[config.mk]
export PLATFORM = sky130hd
export DESIGN_NAME = regbuf
export DESIGN_NICKNAME = d
export VERILOG_FILES = /design/src/regbuf_pkg.sv /design/src/regbuf.sv
export SDC_FILE = /design/constraint.sdc
export NUM_CORES = 1
export LEC_CHECK = 0
export BUFFER_PORTS_ARGS = -buffer_cell sky130_fd_sc_hd__buf_4
export CAP_MARGIN = 40
export CELL_PAD_IN_SITES_DETAIL_PLACEMENT = 2
export CELL_PAD_IN_SITES_GLOBAL_PLACEMENT = 2
export CORE_AREA = 2 2 126 128
export DETAILED_ROUTE_END_ITERATION = 8
export DIE_AREA = 0 0 128 130
export GPL_TIMING_DRIVEN = 0
export PLACE_DENSITY_LB_ADDON = 0.12
export SLEW_MARGIN = 20
export SYNTH_ARGS = -nofsm -noshare
export SYNTH_HDL_FRONTEND = slang
export SYNTH_SLANG_ARGS = --single-unit
[constraint.sdc]
create_clock -name clk_i -period 5.4 [get_ports clk_i]
set_input_delay 0.27 -clock clk_i [delete_from_list [all_inputs] [get_ports clk_i]]
set_output_delay 0.27 -clock clk_i [all_outputs]
set_load 0.02 [all_outputs]
[src/regbuf_pkg.sv]
package regbuf_pkg;

  // Main data path: data bits 0 to 21, the ones that parity covers.
  localparam int unsigned MAIN_W = 22;
  // Each control group (select, termination, clock enable) has two lines.
  localparam int unsigned PAIR_W = 2;
  // Depth of the skid buffer between the input stage and the output registers.
  localparam int unsigned BUF_DEPTH = 2;
  // Clock cycles for which a parity error stays latched low.
  localparam logic [1:0] ERR_HOLD_CYC = 2'h2;
  // Reset values of the main data output register and of the two-line output registers.
  localparam logic [MAIN_W-1:0] MAIN_RST = 22'h000000;
  localparam logic [PAIR_W-1:0] PAIR_RST = 2'h0;

  // One captured input word; 22 + 2 + 2 + 2 = 28 lines of register path.
  typedef struct packed {
    logic [MAIN_W-1:0] main;     // Main data lines.
    logic [PAIR_W-1:0] sel_n;    // Active-low chip selects.
    logic [PAIR_W-1:0] odt;      // Termination lines.
    logic [PAIR_W-1:0] cke;      // Clock-enable lines.
  } word_t;

  // One buffer entry: the word and whether its main data is gated off.
  typedef struct packed {
    logic  gate;                 // High when the main data must not load.
    word_t w;                    // Captured word.
  } entry_t;

  // All state of the buffer module.
  typedef struct packed {
    entry_t [BUF_DEPTH-1:0] mem; // Skid buffer storage.
    logic                   wr;  // Write index.
    logic                   rd;  // Read index.
    logic [1:0]             cnt; // Entries held.
    word_t                  q;   // Output registers.
    logic                   out_valid; // New word loaded this cycle.
    logic                   par_pend;  // A parity check is due next cycle.
    logic                   par_prev;  // Parity of the previous data bits.
    logic [1:0]             err_cnt;   // Remaining cycles of error hold.
  } state_t;

endpackage : regbuf_pkg

[src/regbuf.sv]
module regbuf (
  input  wire logic                                 clk_i,
  input  wire logic                                 rst_n_i,
  input  wire logic                                 ce_i,
  input  wire logic                                 in_valid_i,
  output logic                                      in_ready_o,
  input  wire logic [regbuf_pkg::MAIN_W-1:0]        main_data_inputs_i,
  input  wire logic                                 chip_select_zero_n_i,
  input  wire logic                                 chip_select_one_n_i,
  input  wire logic [regbuf_pkg::PAIR_W-1:0]        termination_inputs_i,
  input  wire logic [regbuf_pkg::PAIR_W-1:0]        clock_enable_inputs_i,
  input  wire logic                                 select_gating_enable_i,
  input  wire logic                                 parity_bit_in_i,
  output logic                                      out_valid_o,
  input  wire logic                                 out_ready_i,
  output logic [regbuf_pkg::MAIN_W-1:0]             main_data_outputs_a_o,
  output logic [regbuf_pkg::MAIN_W-1:0]             main_data_outputs_b_o,
  output logic [regbuf_pkg::PAIR_W-1:0]             registered_select_outputs_a_o,
  output logic [regbuf_pkg::PAIR_W-1:0]             registered_select_outputs_b_o,
  output logic [regbuf_pkg::PAIR_W-1:0]             termination_outputs_a_o,
  output logic [regbuf_pkg::PAIR_W-1:0]             termination_outputs_b_o,
  output logic [regbuf_pkg::PAIR_W-1:0]             clock_enable_outputs_a_o,
  output logic [regbuf_pkg::PAIR_W-1:0]             clock_enable_outputs_b_o,
  output logic                                      parity_error_flag_n_o,
  output logic                                      parity_error_flag_n_oe_o
);

  logic                    rst_meta;    // First synchroniser stage.
  logic                    rst_sync;    // Released reset used by all state.
  regbuf_pkg::state_t      st;          // Registered state.
  regbuf_pkg::state_t      next_st;     // Next state.
  regbuf_pkg::entry_t      head;        // Oldest buffered entry.
  logic                    push;        // Input word accepted this cycle.
  logic                    pop;         // Buffered word moved to the outputs.
  logic                    par_bad;     // Odd count of ones seen this cycle.

  // Reset asserts at once through the async clear and releases two edges
  // later, so the release never lands near a clock edge inside the state.
  always_ff @(posedge clk_i or negedge rst_n_i)
  begin
    if (!rst_n_i)
    begin
      rst_meta <= 1'b0;
      rst_sync <= 1'b0;
    end
    else
    begin
      rst_meta <= 1'b1;
      rst_sync <= rst_meta;
    end
  end

  // The buffer only accepts words once reset is released and it has room.
  assign in_ready_o = rst_sync && (st.cnt < 2'(regbuf_pkg::BUF_DEPTH));
  assign head       = st.mem[st.rd];
  assign push       = ce_i && in_valid_i && in_ready_o;
  assign pop        = ce_i && (st.cnt != 2'h0) && out_ready_i;
  // Data parity and the late parity bit together must hold an even count.
  assign par_bad    = st.par_pend && (st.par_prev ^ parity_bit_in_i);

  // Next-state logic; a low clock enable leaves everything as it stands.
  always_comb
  begin
    next_st = st;
    if (ce_i)
    begin
      next_st.out_valid = 1'b0;
      // Drain one word into the output registers.
      if (pop)
      begin
        next_st.q.sel_n = head.w.sel_n;
        next_st.q.odt   = head.w.odt;
        next_st.q.cke   = head.w.cke;
        // A gated word leaves the main data as it was.
        if (!head.gate)
        begin
          next_st.q.main = head.w.main;
        end
        next_st.rd        = ~st.rd;
        next_st.out_valid = 1'b1;
      end
      // Capture a new word; gating is judged with the word's own selects.
      if (push)
      begin
        next_st.mem[st.wr].gate   = select_gating_enable_i &&
                                    chip_select_zero_n_i &&
                                    chip_select_one_n_i;
        next_st.mem[st.wr].w.main  = main_data_inputs_i;
        next_st.mem[st.wr].w.sel_n = {chip_select_one_n_i, chip_select_zero_n_i};
        next_st.mem[st.wr].w.odt   = termination_inputs_i;
        next_st.mem[st.wr].w.cke   = clock_enable_inputs_i;
        next_st.wr = ~st.wr;
      end
      // Occupancy moves only when exactly one side acts.
      if (push && !pop)
      begin
        next_st.cnt = st.cnt + 2'h1;
      end
      else if (pop && !push)
      begin
        next_st.cnt = st.cnt - 2'h1;
      end
      // A word with both selects high is not checked, so it cannot set the flag.
      next_st.par_pend = push && !(chip_select_zero_n_i && chip_select_one_n_i);
      next_st.par_prev = ^main_data_inputs_i;
      // A fresh error reloads the hold and wins over the count-down.
      if (par_bad)
      begin
        next_st.err_cnt = regbuf_pkg::ERR_HOLD_CYC;
      end
      else if (st.err_cnt != 2'h0)
      begin
        next_st.err_cnt = st.err_cnt - 2'h1;
      end
    end
  end

  // State register; the async clear empties every register at once.
  always_ff @(posedge clk_i or negedge rst_sync)
  begin
    if (!rst_sync)
    begin
      st <= '0;
    end
    else
    begin
      st <= next_st;
    end
  end

  // Both copies come from the same flip-flops, so they can never differ.
  assign main_data_outputs_a_o         = st.q.main;
  assign main_data_outputs_b_o         = st.q.main;
  assign registered_select_outputs_a_o = st.q.sel_n;
  assign registered_select_outputs_b_o = st.q.sel_n;
  assign termination_outputs_a_o       = st.q.odt;
  assign termination_outputs_b_o       = st.q.odt;
  assign clock_enable_outputs_a_o      = st.q.cke;
  assign clock_enable_outputs_b_o      = st.q.cke;
  assign out_valid_o                   = st.out_valid;
  // Open-drain flag: the pin is pulled low only while an error is held.
  assign parity_error_flag_n_oe_o      = (st.err_cnt != 2'h0);
  assign parity_error_flag_n_o         = (st.err_cnt == 2'h0);
endmodule : regbuf

==> results.toml <==
[synth]
ys_ff_latch = 97
avgSynthCellArea_sq_um = 12.23
syn_area_sq_um = 4512
ys_seq_area_frac = 0.5380
synth_fp_nets = 406
synth_cell_types = 25
ys_warn_count = 0
synth_cells = 369

[floorplanning]
row_count = 46
start_util = 0.2925
die_w_um = 128
chipHeight_um = 130
fp.coreArea_sq_um = 15420
io_pins = 95
die-area_sq_um = 16640

[worst_setup_path]
cp.required_ns = 5.62
reg2reg_to = "st[58]"
crit_type = "flop to flop"
cp_max_fo = 44
crit_top_cell = "buf_4"
r2r_cells = 8
r2r_slack_ns = 2.70
slowest_stage = "dfrtp_4"
critPathMaxStageDelay_ns = 0.64
critPathArrivalTime_ns = 2.92
r2r_start = "rst_sync"
start_kind = "flop"
crit_chain = "buf_12 > buf_16 > nor2b_1 > nand3_1 > nor2_1 > buf_4 > buf_4 > mux2_2"
cp-end-kind = "flop"

[global_route]
antenna_found_initial = 0
grt_pass1_vias = 3253
grt.overflow.total = 0
grt_first_pass_wirelength_mm = 17.36
track_usage = 0.1388
grt_max_degree = 45

[sta]
report.final.slew_viol_count = 0
period_needed_ns = 2.696
finalSetupViolations = 0
tns_ns = 0
finalClockSkew_ns = 0.009343
slew_headroom = 0.5548
period_share = 0.4992
rsz0062_at_grt = "false"
max_freq_mhz = 370.9
worst_slew_pin_slew_ns = 0.6648
finalHoldViolations = 0
holdWs_ns = 0.1697

[power]
p_per_area_nw_per_um2 = 575.8
peakVddDrop_mv = 0.1823
power_uw = 3329
leakage_uw = 0.002825

[routing]
dr.pass1.iters = 4
via_per_inst = 4.394
met3_length_um = 310
wl_met2_mm = 5.591
drt_iter0_drc = 89
drc = 0
num_vias = 2957
wl_per_cell_um = 15.91
wl_mm = 10.71
wl_met1_mm = 4.607
postRouteAntennaNets = 0
dr.max_layer_used = "met4"

[placed_design]
port_buffers = 93
hpwl_mm = 7.912
dp_cells = 657
gp_congestion = 0.6944

[min_path]
min_to = "st[66]"
holdCritPathClass = "input pin to flop"
holdPathStages = 2
hold_start = "clock_enable_inputs_i[0]"

[final_layout]
fillCellCount = 1610
antenna_cells = 0
fin_cells = 673
drive_above_1_share = 0.4782
syn_to_final_growth_pct = 28.12
nNetsFinal = 514

[clock_network]
cts.sinks = 97
cts_resized = 0
clockBufferDepth = 2
insertion_delay_ns = 0.35
tritoncts = "done"
cts_made_buffers = 9
h-tree-depth = 3
clk_pin_slew_ns = 0.06
clockRootBuffer = "clkbuf_16"

[flow_run]
drv_cap = 0

[status]
status = "completed"
==> synthesized netlist by cell type (all sizes together) <==
master   n  area share
dfrtp   97        0.54
buf     66        0.11
mux2    57        0.14
nand2   34       0.028
o21ai   30       0.033
mux2i   29       0.064
xnor2   19       0.037
inv      7      0.0058
clkbuf   6      0.0050
xor2     6       0.012
nor2     4      0.0033
ha       2      0.0055
a211o    1      0.0019
a21oi    1      0.0011
a22oi    1      0.0017
and2     1      0.0014
and3     1      0.0014
conb     1     0.00083
nand2b   1      0.0014
nand3    1      0.0011
nor2b    1      0.0014
o211ai   1      0.0017
o22ai    1      0.0014
xnor3    1      0.0050
==> repair_timing <==
action / CTS / global route
buffers inserted: 0 / 0
hold buffers: 1 / 0
endpoints found under the hold margin: 2 / 0
==> logic make-up after synthesis <==
family	share of synthesized area
flip-flops	0.5380
multiplexers	0.2066
buffers and inverters	0.1162
AND/OR/NAND/NOR	0.03827
AO/OA/AOI/OAI	0.04104
XOR/XNOR	0.05352
adder cells (fa/ha/maj)	0.005545
other	0.0008311
==> routing by layer <==
metal  track usage  vias up
li1              -     1394
met1        0.1739     1494
met2        0.2391       57
met3       0.02337       12
met4       0.05818        0
met5             0        -
==> metrics by stage <==
step	cell area [sq um]	setup WS (ns)	utilization
detailed placement	5513	2.625	0.3574
CTS	5781	2.601	0.3748
global placement	5450	0.4022	0.3533
global route	5781	2.407	0.3748
floorplan	4512	1.348	-
finish	5781	2.704	0.3748
==> worst max path at each step <==
stage,slack [ns],cells after the start,from,endpoint
after floorplan,1.35,6,rst_sync,st[55]
after global placement,0.40,6,rst_sync,st[58]
after detailed placement,2.63,8,rst_sync,st[60]
after CTS,2.60,8,rst_sync,st[60]
after global routing,2.41,8,rst_sync,st[58]
final,2.70,8,rst_sync,st[58]
==> area by class of cell <==
type	count	area (sq um)	area share
Buffer	72	498.0	0.08615
Clock buffer	15	257.7	0.04459
Inverter	7	26.28	0.004545
Multi-Input combinational cell	193	1560	0.2699
Sequential cell	97	2431	0.4206
Tap cell	192	240.2	0.04156
Timing Repair Buffer	97	767.0	0.1327
==> power by group <==
| part | switching [uW] | total, uW | internal [uW] |
|---|---|---|---|
| Combinational | 677 | 1490 | 808 |
| Clock | 258 | 582 | 324 |
| Sequential | 202 | 1260 | 1060 |
| Total | 1140 | 3330 | 2190 |
==> cells in the final DEF, fill, tap and decap left out, drive strengths merged, types with 6 or more instances in the layout <==
| cell | count |
|---|---|
| o21ai | 30 |
| xnor2 | 19 |
| dfrtp | 97 |
| buf | 162 |
| xor2 | 6 |
| clkbuf | 21 |
| mux2 | 57 |
| mux2i | 29 |
| inv | 7 |
| nand2 | 34 |
==> flip-flops by register name, summed over array words and instances (netlist names) <==
signal / count
registered_select_outputs_a_o: 2
out_valid_o: 1
main_data_outputs_a_o: 22
rst_sync: 1
termination_outputs_a_o: 2
clock_enable_outputs_a_o: 2
st: 66
rst_meta: 1
==> critical path, delay by kind of cell (launching register included) <==
family / cells / cell delay [ns]
buffers and inverters: 4 / 0.99
DFF: 1 / 0.64
muxes: 1 / 0.36
and+or+nand+nor: 3 / 0.56
(Power assumes the default switching activity.)
